### src/bio_pkg.sv
// Shared constants, types and register map for the bit I/O unit.
// What this block does
// - Up to 2,048 output bits, 11-bit address on lines 2 to 12.
// - Single bits and fields of 1 to 16 bits, both directions.
// - Set-one and set-zero pulse the strobe; line 13 carries the value.
// - Test-bit copies the sampled input bit into status equal flag.
// - Single-bit address is base bits 1-11 plus signed 8-bit displacement.
// - Field output of 8 or fewer bits from a byte, else whole word.
// - Field output shifts right, LSB first, addresses ascending by one.
// - Field input stored right-justified, zero-filled, byte or full word.
// - First received bit lands in the least significant position.
// - External instructions drive a unique 3-bit code with a strobe pulse.
// - Codes on lines 13/0/1; bit operations drive lines 0 and 1 low.
// - Idle halts until interrupt, reset or load, re-emitting code and strobe.
// - Load code traps after current operation, vector 3FFC, mask cleared.
// - Load stimulus ends the idle state.
// - While reset code is present, stay in reset with strobes inactive.
// - On reset removal, level-zero trap from 0000/0002 and clear status.
// - Reset code ends the idle state.
// - Interrupt code: 000/001 reset, 010 load, 011-110 levels, 111 none.
// - Strobe is active high; outside samples value or decodes code then.
// - Input and test operations sample the line for the addressed bit.
package bio_pkg;
  localparam int AXI_AW = 8;
  localparam logic [7:0] REG_CMD = 8'h00;
  localparam logic [7:0] REG_BASE = 8'h04;
  localparam logic [7:0] REG_WDATA = 8'h08;
  localparam logic [7:0] REG_RDATA = 8'h0c;
  localparam logic [7:0] REG_STAT = 8'h10;
  localparam logic [7:0] REG_TRAP = 8'h14;
  localparam logic [1:0] RESP_OKAY = 2'h0;
  localparam logic [1:0] RESP_SLVERR = 2'h2;
  localparam int CMD_OP_LSB = 0;
  localparam int CMD_EXT_LSB = 4;
  localparam int CMD_CNT_LSB = 8;
  localparam int CMD_BYTE_POS = 12;
  localparam int CMD_DISP_LSB = 16;
  localparam int STAT_BUSY = 16;
  localparam int STAT_HALT = 17;
  localparam int STAT_RESET = 18;
  localparam int STAT_LOADPEND = 19;
  localparam int STW_EQ_POS = 13;
  localparam int BASE_LSB = 1;
  localparam int BASE_MSB = 11;
  localparam logic [15:0] STW_RESET = 16'h0000;
  localparam logic [3:0] MASK_LOAD = 4'h0;
  localparam logic [15:0] VEC_LOAD = 16'h3ffc;
  localparam logic [15:0] VEC_RESET_WP = 16'h0000;
  localparam logic [15:0] VEC_RESET_PC = 16'h0002;
  localparam logic [2:0] IC_RESET0 = 3'h0;
  localparam logic [2:0] IC_RESET1 = 3'h1;
  localparam logic [2:0] IC_LOAD = 3'h2;
  localparam logic [2:0] IC_LVL1 = 3'h3;
  localparam logic [2:0] IC_LVL4 = 3'h6;
  localparam logic [2:0] IC_NONE = 3'h7;
  localparam int CLK_PERIOD_NS = 20;
  localparam int BIT_PHASE_NS = 100;
  localparam int BIT_PHASE_CYC = (BIT_PHASE_NS + CLK_PERIOD_NS - 1) / CLK_PERIOD_NS;
  localparam int RESET_MIN_CYC = 3;
  typedef enum logic [2:0] {
    OP_NONE = 3'b000, OP_TEST = 3'b001, OP_SET1 = 3'b010, OP_SET0 = 3'b011,
    OP_FOUT = 3'b100, OP_FIN = 3'b101, OP_EXT = 3'b110, OP_BAD = 3'b111
  } bio_op_e;
  typedef enum logic [2:0] {
    EXT_LOAD_EXEC = 3'b000, EXT_CLOCK_OFF = 3'b001, EXT_CLOCK_ON = 3'b010,
    EXT_RESET = 3'b011, EXT_IDLE = 3'b100
  } bio_ext_e;
  typedef enum logic [2:0] {
    SQ_IDLE = 3'b000, SQ_SETUP = 3'b001, SQ_STROBE = 3'b010,
    SQ_HALT = 3'b011, SQ_RESET = 3'b100
  } bio_state_e;
  typedef struct packed {
    logic [10:0] bitAddr;
    logic a13;
    logic a0;
    logic a1;
  } bio_pins_s;
  typedef struct packed {
    logic a13;
    logic a0;
    logic a1;
  } bio_code_s;
  localparam bio_code_s CODE_LOAD_EXEC = 3'b111;
  localparam bio_code_s CODE_CLOCK_OFF = 3'b110;
  localparam bio_code_s CODE_CLOCK_ON = 3'b101;
  localparam bio_code_s CODE_RESET = 3'b011;
  localparam bio_code_s CODE_IDLE = 3'b010;
endpackage : bio_pkg

### src/bio_unit.sv
// Bit I/O unit with external codes and load/reset traps behind AXI4-Lite.
`timescale 1ns/1ps
module bio_unit (
  input wire logic clk,
  input wire logic srst,
  input wire logic [bio_pkg::AXI_AW-1:0] s_axi_awaddr,
  input wire logic s_axi_awvalid,
  output logic s_axi_awready,
  input wire logic [31:0] s_axi_wdata,
  input wire logic [3:0] s_axi_wstrb,
  input wire logic s_axi_wvalid,
  output logic s_axi_wready,
  output logic [1:0] s_axi_bresp,
  output logic s_axi_bvalid,
  input wire logic s_axi_bready,
  input wire logic [bio_pkg::AXI_AW-1:0] s_axi_araddr,
  input wire logic s_axi_arvalid,
  output logic s_axi_arready,
  output logic [31:0] s_axi_rdata,
  output logic [1:0] s_axi_rresp,
  output logic s_axi_rvalid,
  input wire logic s_axi_rready,
  input wire logic bitSerialInput,
  input wire logic [2:0] interruptCodeInputs,
  output bio_pkg::bio_pins_s addrPins,
  output logic bitOutputStrobe,
  output logic instructionFetchFlag,
  output logic memWriteStrobeN,
  output logic trapStrobe,
  output logic [15:0] trapVector
);
  import bio_pkg::*;

  // ---------------------------------------------------------------
  // Register bus
  // ---------------------------------------------------------------
  logic [AXI_AW-1:0] awAddrReg;
  logic [31:0] wDataReg;
  logic [3:0] wStrbReg;
  logic awHeldReg, wHeldReg;
  logic [31:0] cmdReg, cmdNew, rdMux;
  logic [15:0] baseReg, wdataReg, rdataReg, statusWordReg, savedStatusReg;
  logic wrEn, wrOk, cmdStart, rdOk;
  bio_state_e seqReg;
  bio_op_e opReg, opNew;
  logic loadPendReg;

  function automatic logic [31:0] merge(input logic [31:0] old, input logic [31:0] nw,
                                        input logic [3:0] strb);
    logic [31:0] r;
    r = old;
    for (int i = 0; i < 4; i++) begin
      if (strb[i]) begin
        r[i*8 +: 8] = nw[i*8 +: 8];
      end
    end
    return r;
  endfunction : merge

  always_comb begin
    wrEn = awHeldReg && wHeldReg && !s_axi_bvalid;
    cmdNew = merge(cmdReg, wDataReg, wStrbReg);
    opNew = bio_op_e'(cmdNew[CMD_OP_LSB +: 3]);
    cmdStart = wrEn && (awAddrReg == REG_CMD) && (seqReg == SQ_IDLE) && !loadPendReg
               && (opNew != OP_NONE) && (opNew != OP_BAD);
    wrOk = (awAddrReg == REG_BASE) || (awAddrReg == REG_WDATA) || (awAddrReg == REG_STAT)
           || ((awAddrReg == REG_CMD) && (seqReg == SQ_IDLE) && !loadPendReg);
  end

  always_ff @(posedge clk) begin
    if (srst) begin
      awHeldReg <= 1'b0;
      wHeldReg <= 1'b0;
      s_axi_awready <= 1'b1;
      s_axi_wready <= 1'b1;
      s_axi_bvalid <= 1'b0;
      s_axi_bresp <= RESP_OKAY;
      awAddrReg <= '0;
      wDataReg <= 32'h0;
      wStrbReg <= 4'h0;
    end else begin
      if (s_axi_awvalid && s_axi_awready) begin
        awHeldReg <= 1'b1;
        awAddrReg <= s_axi_awaddr;
        s_axi_awready <= 1'b0;
      end
      if (s_axi_wvalid && s_axi_wready) begin
        wHeldReg <= 1'b1;
        wDataReg <= s_axi_wdata;
        wStrbReg <= s_axi_wstrb;
        s_axi_wready <= 1'b0;
      end
      if (wrEn) begin
        s_axi_bvalid <= 1'b1;
        s_axi_bresp <= wrOk ? RESP_OKAY : RESP_SLVERR;
        awHeldReg <= 1'b0;
        wHeldReg <= 1'b0;
      end
      if (s_axi_bvalid && s_axi_bready) begin
        s_axi_bvalid <= 1'b0;
        s_axi_awready <= 1'b1;
        s_axi_wready <= 1'b1;
      end
    end
  end

  always_ff @(posedge clk) begin
    if (srst) begin
      cmdReg <= 32'h0;
      baseReg <= 16'h0;
      wdataReg <= 16'h0;
    end else if (wrEn && wrOk) begin
      if (awAddrReg == REG_CMD) begin
        cmdReg <= cmdNew;
      end
      if (awAddrReg == REG_BASE) begin
        baseReg <= 16'(merge({16'h0, baseReg}, wDataReg, wStrbReg));
      end
      if (awAddrReg == REG_WDATA) begin
        wdataReg <= 16'(merge({16'h0, wdataReg}, wDataReg, wStrbReg));
      end
    end
  end

  always_comb begin
    rdOk = 1'b1;
    rdMux = 32'h0;
    unique case (s_axi_araddr)
      REG_CMD: rdMux = cmdReg;
      REG_BASE: rdMux = {16'h0, baseReg};
      REG_WDATA: rdMux = {16'h0, wdataReg};
      REG_RDATA: rdMux = {16'h0, rdataReg};
      REG_STAT: begin
        rdMux = {16'h0, statusWordReg};
        rdMux[STAT_BUSY] = (seqReg != SQ_IDLE);
        rdMux[STAT_HALT] = (seqReg == SQ_HALT);
        rdMux[STAT_RESET] = (seqReg == SQ_RESET);
        rdMux[STAT_LOADPEND] = loadPendReg;
      end
      REG_TRAP: rdMux = {savedStatusReg, trapVector};
      default: rdOk = 1'b0;
    endcase
  end

  always_ff @(posedge clk) begin
    if (srst) begin
      s_axi_arready <= 1'b1;
      s_axi_rvalid <= 1'b0;
      s_axi_rdata <= 32'h0;
      s_axi_rresp <= RESP_OKAY;
    end else if (s_axi_arvalid && s_axi_arready) begin
      s_axi_arready <= 1'b0;
      s_axi_rvalid <= 1'b1;
      s_axi_rdata <= rdMux;
      s_axi_rresp <= rdOk ? RESP_OKAY : RESP_SLVERR;
    end else if (s_axi_rvalid && s_axi_rready) begin
      s_axi_rvalid <= 1'b0;
      s_axi_arready <= 1'b1;
    end
  end

  // ---------------------------------------------------------------
  // Bit sequencer and traps
  // ---------------------------------------------------------------
  logic tick, icReset, icLoad, icIntOk, fieldWideReg, loadPrevReg;
  logic [2:0] extSelReg;
  logic [4:0] remainReg, numBits;
  logic [3:0] idxReg;
  logic [15:0] shiftReg, gatherReg, gatherNow, srcNew;
  logic [10:0] singleAddr;
  bio_code_s extCode;

  bio_tick_div #(.DIV(BIT_PHASE_CYC)) u_div (
    .clk(clk), .srst(srst), .clr(seqReg == SQ_IDLE), .tick(tick)
  );

  bio_ic_decode u_ic (
    .code(interruptCodeInputs), .mask(statusWordReg[3:0]),
    .isReset(icReset), .isLoad(icLoad), .intOk(icIntOk)
  );

  always_comb begin
    numBits = (cmdNew[CMD_CNT_LSB +: 4] == 4'h0) ? 5'd16 : {1'b0, cmdNew[CMD_CNT_LSB +: 4]};
    singleAddr = baseReg[BASE_MSB:BASE_LSB]
                 + {{3{cmdNew[CMD_DISP_LSB + 7]}}, cmdNew[CMD_DISP_LSB +: 8]};
    if (numBits > 5'd8) begin
      srcNew = wdataReg;
    end else begin
      srcNew = {8'h00, cmdNew[CMD_BYTE_POS] ? wdataReg[7:0] : wdataReg[15:8]};
    end
    gatherNow = gatherReg;
    gatherNow[idxReg] = bitSerialInput;
    unique case (bio_ext_e'(cmdNew[CMD_EXT_LSB +: 3]))
      EXT_LOAD_EXEC: extCode = CODE_LOAD_EXEC;
      EXT_CLOCK_OFF: extCode = CODE_CLOCK_OFF;
      EXT_CLOCK_ON: extCode = CODE_CLOCK_ON;
      EXT_RESET: extCode = CODE_RESET;
      default: extCode = CODE_IDLE;
    endcase
  end

  always_ff @(posedge clk) begin
    if (srst) begin
      seqReg <= SQ_RESET;
      opReg <= OP_NONE;
      addrPins <= '0;
      bitOutputStrobe <= 1'b0;
      instructionFetchFlag <= 1'b0;
      memWriteStrobeN <= 1'b1;
      trapStrobe <= 1'b0;
      trapVector <= VEC_RESET_WP;
      statusWordReg <= STW_RESET;
      savedStatusReg <= STW_RESET;
      rdataReg <= 16'h0;
      loadPendReg <= 1'b0;
      loadPrevReg <= 1'b0;
      shiftReg <= 16'h0;
      gatherReg <= 16'h0;
      remainReg <= 5'd0;
      idxReg <= 4'h0;
      fieldWideReg <= 1'b0;
      extSelReg <= 3'h0;
    end else begin
      trapStrobe <= 1'b0;
      instructionFetchFlag <= 1'b0;
      memWriteStrobeN <= 1'b1;
      loadPrevReg <= icLoad;
      if (wrEn && awAddrReg == REG_STAT) begin
        statusWordReg <= 16'(merge({16'h0, statusWordReg}, wDataReg, wStrbReg));
      end
      if (icLoad && !loadPrevReg) begin
        loadPendReg <= 1'b1;
      end
      if (icReset) begin
        seqReg <= SQ_RESET;
        bitOutputStrobe <= 1'b0;
        addrPins.a0 <= 1'b0;
        addrPins.a1 <= 1'b0;
        loadPendReg <= 1'b0;
      end else begin
        unique case (seqReg)
          SQ_RESET: begin
            trapVector <= VEC_RESET_WP;
            statusWordReg <= STW_RESET;
            trapStrobe <= 1'b1;
            seqReg <= SQ_IDLE;
          end
          SQ_IDLE: begin
            if (loadPendReg) begin
              trapVector <= VEC_LOAD;
              savedStatusReg <= statusWordReg;
              statusWordReg[3:0] <= MASK_LOAD;
              trapStrobe <= 1'b1;
              if (!(icLoad && !loadPrevReg)) begin
                loadPendReg <= 1'b0;
              end
            end else if (cmdStart) begin
              opReg <= opNew;
              instructionFetchFlag <= 1'b1;
              extSelReg <= cmdNew[CMD_EXT_LSB +: 3];
              fieldWideReg <= (numBits > 5'd8);
              remainReg <= numBits;
              idxReg <= 4'h0;
              gatherReg <= 16'h0;
              seqReg <= SQ_SETUP;
              addrPins.a0 <= 1'b0;
              addrPins.a1 <= 1'b0;
              if (opNew == OP_FOUT || opNew == OP_FIN) begin
                addrPins.bitAddr <= baseReg[BASE_MSB:BASE_LSB];
                shiftReg <= srcNew;
                addrPins.a13 <= srcNew[0];
              end else if (opNew == OP_EXT) begin
                addrPins.a13 <= extCode.a13;
                addrPins.a0 <= extCode.a0;
                addrPins.a1 <= extCode.a1;
              end else begin
                addrPins.bitAddr <= singleAddr;
                addrPins.a13 <= (opNew == OP_SET1);
              end
            end
          end
          SQ_SETUP: begin
            if (tick) begin
              if (opReg == OP_TEST) begin
                statusWordReg[STW_EQ_POS] <= bitSerialInput;
                seqReg <= SQ_IDLE;
              end else if (opReg == OP_FIN) begin
                gatherReg <= gatherNow;
                if (remainReg > 5'd1) begin
                  addrPins.bitAddr <= addrPins.bitAddr + 11'h1;
                  idxReg <= idxReg + 4'h1;
                  remainReg <= remainReg - 5'd1;
                end else begin
                  if (fieldWideReg) begin
                    rdataReg <= gatherNow;
                  end else if (cmdReg[CMD_BYTE_POS]) begin
                    rdataReg[7:0] <= gatherNow[7:0];
                  end else begin
                    rdataReg[15:8] <= gatherNow[7:0];
                  end
                  memWriteStrobeN <= 1'b0;
                  seqReg <= SQ_IDLE;
                end
              end else begin
                bitOutputStrobe <= 1'b1;
                seqReg <= SQ_STROBE;
              end
            end
          end
          SQ_STROBE: begin
            if (tick) begin
              bitOutputStrobe <= 1'b0;
              if (opReg == OP_FOUT && remainReg > 5'd1) begin
                addrPins.bitAddr <= addrPins.bitAddr + 11'h1;
                shiftReg <= {1'b0, shiftReg[15:1]};
                addrPins.a13 <= shiftReg[1];
                remainReg <= remainReg - 5'd1;
                seqReg <= SQ_SETUP;
              end else if (opReg == OP_EXT && extSelReg == EXT_IDLE) begin
                seqReg <= SQ_HALT;
              end else begin
                addrPins.a0 <= 1'b0;
                addrPins.a1 <= 1'b0;
                seqReg <= SQ_IDLE;
              end
            end
          end
          SQ_HALT: begin
            if (icLoad || icIntOk) begin
              bitOutputStrobe <= 1'b0;
              addrPins.a0 <= 1'b0;
              addrPins.a1 <= 1'b0;
              seqReg <= SQ_IDLE;
            end else if (tick) begin
              bitOutputStrobe <= !bitOutputStrobe;
            end
          end
          default: seqReg <= SQ_IDLE;
        endcase
      end
    end
  end
endmodule : bio_unit

### src/bio_tick_div.sv
// Divider that makes the one-cycle bit phase enable.
`timescale 1ns/1ps
module bio_tick_div #(
  parameter int DIV = 5
) (
  input wire logic clk,
  input wire logic srst,
  input wire logic clr,
  output logic tick
);
  localparam int CW = $clog2(DIV + 1);
  localparam logic [CW-1:0] LAST = CW'(DIV - 1);
  logic [CW-1:0] cntReg;

  always_ff @(posedge clk) begin
    if (srst || clr) begin
      cntReg <= '0;
      tick <= 1'b0;
    end else if (cntReg == LAST) begin
      cntReg <= '0;
      tick <= 1'b1;
    end else begin
      cntReg <= cntReg + CW'(1);
      tick <= 1'b0;
    end
  end
endmodule : bio_tick_div

### src/bio_ic_decode.sv
// Decoder of the interrupt-code inputs.
`timescale 1ns/1ps
module bio_ic_decode (
  input wire logic [2:0] code,
  input wire logic [3:0] mask,
  output logic isReset,
  output logic isLoad,
  output logic intOk
);
  import bio_pkg::*;
  logic [3:0] level;

  always_comb begin
    isReset = (code == IC_RESET0) || (code == IC_RESET1);
    isLoad = (code == IC_LOAD);
    level = {1'b0, code} - 4'h2;
    intOk = (code >= IC_LVL1) && (code <= IC_LVL4) && (level <= mask);
  end
endmodule : bio_ic_decode

### config.mk
export PLATFORM = sky130hd
export DESIGN_NAME = bio_unit
export DESIGN_NICKNAME = d
export VERILOG_FILES = /design/src/bio_pkg.sv /design/src/bio_unit.sv /design/src/bio_tick_div.sv /design/src/bio_ic_decode.sv
export SDC_FILE = /design/constraint.sdc
export NUM_CORES = 1
export LEC_CHECK = 0
export BUFFER_PORTS_ARGS = -buffer_cell sky130_fd_sc_hd__clkbuf_2
export CORE_MARGIN = 4
export CORE_UTILIZATION = 50
export DETAILED_ROUTE_END_ITERATION = 10
export GPL_ROUTABILITY_DRIVEN = 0
export HOLD_SLACK_MARGIN = 0.1
export PLACE_DENSITY_LB_ADDON = 0.2
export SLEW_MARGIN = 20
export SYNTH_ARGS = -nofsm -noshare
export SYNTH_HDL_FRONTEND = slang
export SYNTH_SLANG_ARGS = --single-unit
export TNS_END_PERCENT = 50
### constraint.sdc
create_clock -name clk -period 6.1 [get_ports clk]
set_input_delay 0.305 -clock clk [delete_from_list [all_inputs] [get_ports clk]]
set_output_delay 0.305 -clock clk [all_outputs]
set_load 0.05 [all_outputs]
Word level (Yosys, flattened, before mapping)
Cells that the tools add are included.
{"block": "totals", "output_inout_bits": 75, "regBits": 290, "elab_cells": 299, "in_bits": 63}
{"block": "op_classes", "n_bitwise": 8, "n_eq_ne": 46, "reduce_logical": 78, "n_lt_le_gt_ge": 7, "n_addsub": 6, "n_mux": 108}
{"operator": "2-to-1 mux 16 bit", "count": 15}
{"operator": "case mux 32 bit (6 select lines)", "count": 1}
{"operator": "case mux 16 bit (2 select lines)", "count": 3}
{"operator": "2-to-1 mux 11 bit", "count": 5}
{"operator": "2-to-1 mux 5 bit", "count": 10}
{"operator": "2-to-1 mux 8 bit", "count": 6}
{"operator": "2-to-1 mux 14 bit", "count": 3}
{"operator": "AND reduction 7 bit", "count": 5}
{"operator": "case mux 11 bit (3 select lines)", "count": 1}
{"operator": "2-to-1 mux 4 bit", "count": 7}
{"operator": "== test 3 bit (second input constant)", "count": 9}
{"operator": "2-to-1 mux 3 bit", "count": 9}
{"operator": "AND reduction 3 bit", "count": 9}
{"operator": "== test 8 x 4 -> 1 bit (second input constant)", "count": 3}
{"operator": "== test 8 x 5 -> 1 bit (second input constant)", "count": 3}
{"operator": "2-to-1 mux 12 bit", "count": 2}
{"operator": "case mux 3 bit (4 select lines)", "count": 2}
{"operator": "2-to-1 mux 1 bit", "count": 23}
{"operator": "logical AND 1 bit", "count": 22}
{"operator": "inequality test 2 bit (second input constant)", "count": 11}
{"operator": "== test 3 x 2 -> 1 bit (second input constant)", "count": 6}
{"operator": "2-to-1 mux 2 bit", "count": 9}
{"operator": "AND reduction 6 bit", "count": 3}
{"operator": "bitwise mux 16 bit", "count": 1}
{"operator": "other kinds (43)", "count": 85}

Longest topological paths before layout
{"block": "logic_depth", "ltp_word": 10, "depth_mapped": 11, "depth_no_buf": 10}

By module
A second synthesis with hierarchy kept.
{"block": "hier_totals", "cells_unflattened": 1632, "area_unflattened_um2": 12932.4}
{"module": "bio_unit", "instances": 1, "cells_per_inst": 1591, "seq_area_each_um2": 5365.1, "area_per_inst_um2": 12589.6}
{"module": "bio_ic_decode", "instances": 1, "cells_per_inst": 25, "seq_area_each_um2": 0.0, "area_per_inst_um2": 178.9}
{"module": "bio_tick_div", "instances": 1, "cells_per_inst": 16, "seq_area_each_um2": 80.1, "area_per_inst_um2": 163.9}

Worst setup path before layout
OpenSTA, ideal clock, no wires.
{"block": "synth_path", "path_kind": "register to register", "startpoint": "register wStrbReg[2]", "endpoint": "register addrPins[11] (netlist name)", "slack_ns": 3.261, "path_stages_with_launch": 12, "setup_ns": 0.131, "path_buffers": 1, "period_less_slack_ns": 2.839, "required_time_ns": 5.969, "arrival_ns": 2.708, "cell_sequence": "dfxtp_1 clkbuf_1 mux2_2 ha_1 fa_1 a21o_1 a22oi_1 nor2b_1 o21ai_0 xor2_1 a221oi_1 o22ai_1"}
{"block": "synth_between", "elab_chain_len": 7}
{"item": "start, declared", "line_no": "bio_unit.sv:39", "rtl": "logic [3:0] wStrbReg;"}
{"item": "start signal, assigned", "line_no": "bio_unit.sv:90", "rtl": "wStrbReg <= s_axi_wstrb;"}
{"item": "2-to-1 mux 8 bit", "line_no": "bio_unit.sv:53", "rtl": "if (strb[i]) begin"}
{"item": "via cmdNew[16]", "line_no": "bio_unit.sv:41", "rtl": "logic [31:0] cmdReg, cmdNew, rdMux;"}
{"item": "adder 11 bit", "line_no": "bio_unit.sv:185", "rtl": "+ {{3{cmdNew[CMD_DISP_LSB + 7]}}, cmdNew[CMD_DISP_LSB +: 8]};"}
{"item": "2-to-1 mux 11 bit", "line_no": "bio_unit.sv:272", "rtl": "end else if (opNew == OP_EXT) begin"}
{"item": "2-to-1 mux 12 bit", "line_no": "bio_unit.sv:268", "rtl": "if (opNew == OP_FOUT || opNew == OP_FIN) begin"}
{"item": "2-to-1 mux 14 bit", "line_no": "bio_unit.sv:257", "rtl": "end else if (cmdStart) begin"}
{"item": "2-to-1 mux 14 bit", "line_no": "bio_unit.sv:249", "rtl": "if (loadPendReg) begin"}
{"item": "case mux 11 bit (3 select lines)", "line_no": "bio_unit.sv:241", "rtl": "unique case (seqReg)"}
{"item": "end, declared", "line_no": "bio_unit.sv:25", "rtl": "output bio_pkg::bio_pins_s addrPins,"}
The timed path passes the listed nets, and every way through them passes these cells. The select of a mux whose other input is x is not followed.
A chain may end at the register's enable or synchronous reset.

Worst setup path after layout
{"block": "layout_path", "startpoint": "register seqReg[2]", "endpoint": "register addrPins[13] (netlist name)"}
{"block": "layout_between", "elab_chain_len": 7, "elab_cells_between_ends": 19, "cone_classes": "eq/ne (11); mux (1); reduce/logical (7)"}
{"item": "start, declared", "line_no": "bio_unit.sv:44", "rtl": "bio_state_e seqReg;"}
{"item": "start signal, assigned", "line_no": "bio_unit.sv:204", "rtl": "seqReg <= SQ_RESET;"}
{"item": "start signal, assigned", "line_no": "bio_unit.sv:235", "rtl": "seqReg <= SQ_RESET;"}
{"item": "start signal, assigned", "line_no": "bio_unit.sv:246", "rtl": "seqReg <= SQ_IDLE;"}
{"item": "zero test 3 bit", "line_no": "bio_unit.sv:64, bio_unit.sv:241"}
{"item": "logical AND 1 bit (2 in a row)", "line_no": "bio_unit.sv:64", "rtl": "cmdStart = wrEn && (awAddrReg == REG_CMD) && (seqReg == SQ_IDLE) && !loadPendReg"}
{"item": "logical AND 1 bit (2 in a row)", "line_no": "bio_unit.sv:65", "rtl": "&& (opNew != OP_NONE) && (opNew != OP_BAD);"}
{"item": "inequality test 2 bit (no source line)"}
{"item": "AND reduction 11 bit (no source line)"}
Several ways; a longest one is shown, not always the timed one.

==> metrics.txt <==
post-CTS setup buffer count=0; Port Buffer Count=131; worst hold margin=0.120 ns; endpoints failing hold=0; Core Area=25300 sq um; Die Span X=169 microns; period utilization=58.0%; Clock Pin Slew Worst Setup and Hold Paths=0.07 ns; Final Total Pwr=4.11 mW; drt total wl=39.8 mm; post-synthesis compound-gate area fraction=19.1%; Worst Path Max Fanout=23; 1st-iter DRT viols=1305; slowest stage cell on the critical path=dfxtp_1; vias in the first global route=11500; initial antenna violation count=0; CTS tree=done; dpl hpwl=27.9 mm; share of the synthesized area in the top cell type=42.2%; Seq/Total Area, Yosys=42.2%; yosys warns=0; H-tree levels=1; CTS Buf Count=29; critical path class=flop to flop; Worst Setup SP=seqReg[2]; simple-gate share of the synthesized area=21.8%; CTS Sinks=272; r2r startpoint=seqReg[2]; Nets=1815; Via density=5.84; synth unique cells=73; clk root buf=clkbuf_16; CP delay by family, top=simple AND/OR/NAND/NOR gates; main combinational cell family by area after synthesis=simple AND/OR/NAND/NOR gates; IO Count=138; MaxCap Viol Count=0; DR WL/cell=19.2 microns; Inst Count DP=1974; Gate Count Post-Synth=1617; CP Capture Type=flop; r2r worst-path depth=6; clock latency on the worst-skew pair=0.57 ns; Die Y=169 microns; Worst IR Drop VDD=0.297 mV; Hold Startpoint=interruptCodeInputs[0]; FF+latch count, synth=272; max-slew violation count=0; mux share of post-synthesis cell area=8.34%; CP endpoint=addrPins[13]; initial core utilization=51.0%; fin cells=2078; # setup viols final=0; drc violations=0; Avg Inst Size Synth=7.99 sq um; total gr overflow=0; Period minus WS final=3.54 ns; most frequent cells in the layout=dfxtp_1, nand2_1, a21oi_1; area leader, netlist=dfxtp_1; Most used DFF post-synth=dfxtp_1; GR Util All Layers=27.3%; die area=28500 sq um; hold crit path type=primary input to flop; Worst Max-Slew Pin Slew=1.00 ns; Synth Area in XOR/XNOR=0.814%; Critical Path RT=6.57 ns; first-pass GRT wire length=63.1 mm; cell area after synthesis=12900 sq um; CTS Hold Bufs=50; ranking of synthesized cells by area=dfxtp_1, nand2_1, a21oi_1; Post-synth ARST share=0%; largest net degree at the start of global routing=111; Crit path largest cell delay=0.67 ns; Post-synth EDFFs=0; status=complete, no violations; Crit Reg-Reg Endpoint=addrPins[13]; Vias=12100; leakage power=6.00 nW; worst path buffer plus inverter count=0; Max Clock Freq=282 MHz; power per cell area=271 nW/um^2; r2r setup slk=2.56 ns; Worst slew margin=33.0%; Setup crit start kind=flop; Critical Path AT=4.01 ns; Crit path depth=6; most common cell after layout, fill and taps aside=dfxtp_1; clock buffer depth=3; Area Growth Syn to Fin=17.4%; RSZ-0062 raised after global routing=no; Synth Area in Adders=2.67%; share of cells above drive strength 1=13.4%; row cnt=58; Post-Route Setup TNS=0 ns; crit-path cells=or3b_2 > nand2_1 > a2111o_1 > a21o_1 > or4_1 > a41oi_2; clk_skew=0.0241 ns; post-route ant nets=0; Ant. Diodes=0; DR pass1 iterations=5; Post-CTS Resized=0; # fillers=2208
cells in the mapped netlist, drive strengths merged, types with 26 or more instances:
cell and instances:
ha 26, dfxtp 272, clkbuf 94, o21ai 70, nand3 50, nor3 52, buf 27, inv 30
mux2i 93, a21oi 191, a211oi 29, a22oi 31, nand2 269, nor2 194
worst reg2reg max path: stages (launching register included):
cell and delay (ns):
dfxtp_1 0.67, or3b_2 0.54, nand2_1 0.57, a2111o_1 0.63, a21o_1 0.33, or4_1 0.53
a41oi_2 0.19
flip-flops by register name (all words and copies together) (netlist names), 3 cells and up:
signal	flops
cmdReg	32
s_axi_rdata	32
wDataReg	32
baseReg	16
gatherReg	16
rdataReg	16
savedStatusReg	16
statusWordReg	16
wdataReg	16
shiftReg	15
addrPins	14
awAddrReg	8
remainReg	5
idxReg	4
wStrbReg	4
extSelReg	3
opReg	3
seqReg	3
u_div.cntReg	3
cell type report:
class                           instances  area [sq um]  share of cell area (%)
Multi-Input combinational cell       1199          6860                    45.2
Clock inverter                         18           268                    1.77
Timing Repair Buffer                  193          1250                    8.26
Tap cell                              330           413                    2.72
Clock buffer                           36           822                    5.42
Sequential cell                       272          5450                    35.9
Inverter                               30           113                   0.742
power by group:
group	internal, mW	total [mW]	switching (mW)
Sequential	1.81	1.85	0.0452
Clock	1.21	1.97	0.752
Combinational	0.102	0.295	0.193
Total	3.12	4.11	0.990
through the flow:
step	cell area (sq um)	util, %	setup slack [ns]
6_report	15200	59.9	2.56
5_1_grt	15200	59.9	2.35
4_1_cts	15200	59.9	2.59
3_5_place_dp	13600	53.6	2.63
3_3_place_gp	13600	53.6	2.72
2_1_floorplan	12900	-	3.26
kinds of logic after synthesis:
kind of cell,after synthesis
flip-flops,272
other,1
adder cells (fa/ha/maj),27
multiplexers,106
XOR/XNOR,12
AO/OA/AOI/OAI,405
buffers and inverters,151
AND/OR/NAND/NOR,643
metal layers:
metal	routed length, microns	vias to the layer above	GRT usage, %	part of all wire (%)
li1	-	5875	-	-
met1	16900	5726	36.7	42
met2	18700	441	44.4	47
met3	2540	92	4.18	6.4
met4	1690	0	10.3	4.2
met5	0	-	0	0
worst min-delay path by stage:
stage	end	slack (ns)	cells past startpoint
after floorplan	s_axi_wready	0.41	1
after global placement	s_axi_rdata[0]	0.44	1
after detailed placement	savedStatusReg[5]	0.45	2
after CTS	loadPrevReg	0.11	3
after global routing	loadPrevReg	0.13	3
final	loadPrevReg	0.12	3
Power figures use the tool's default switching activity.
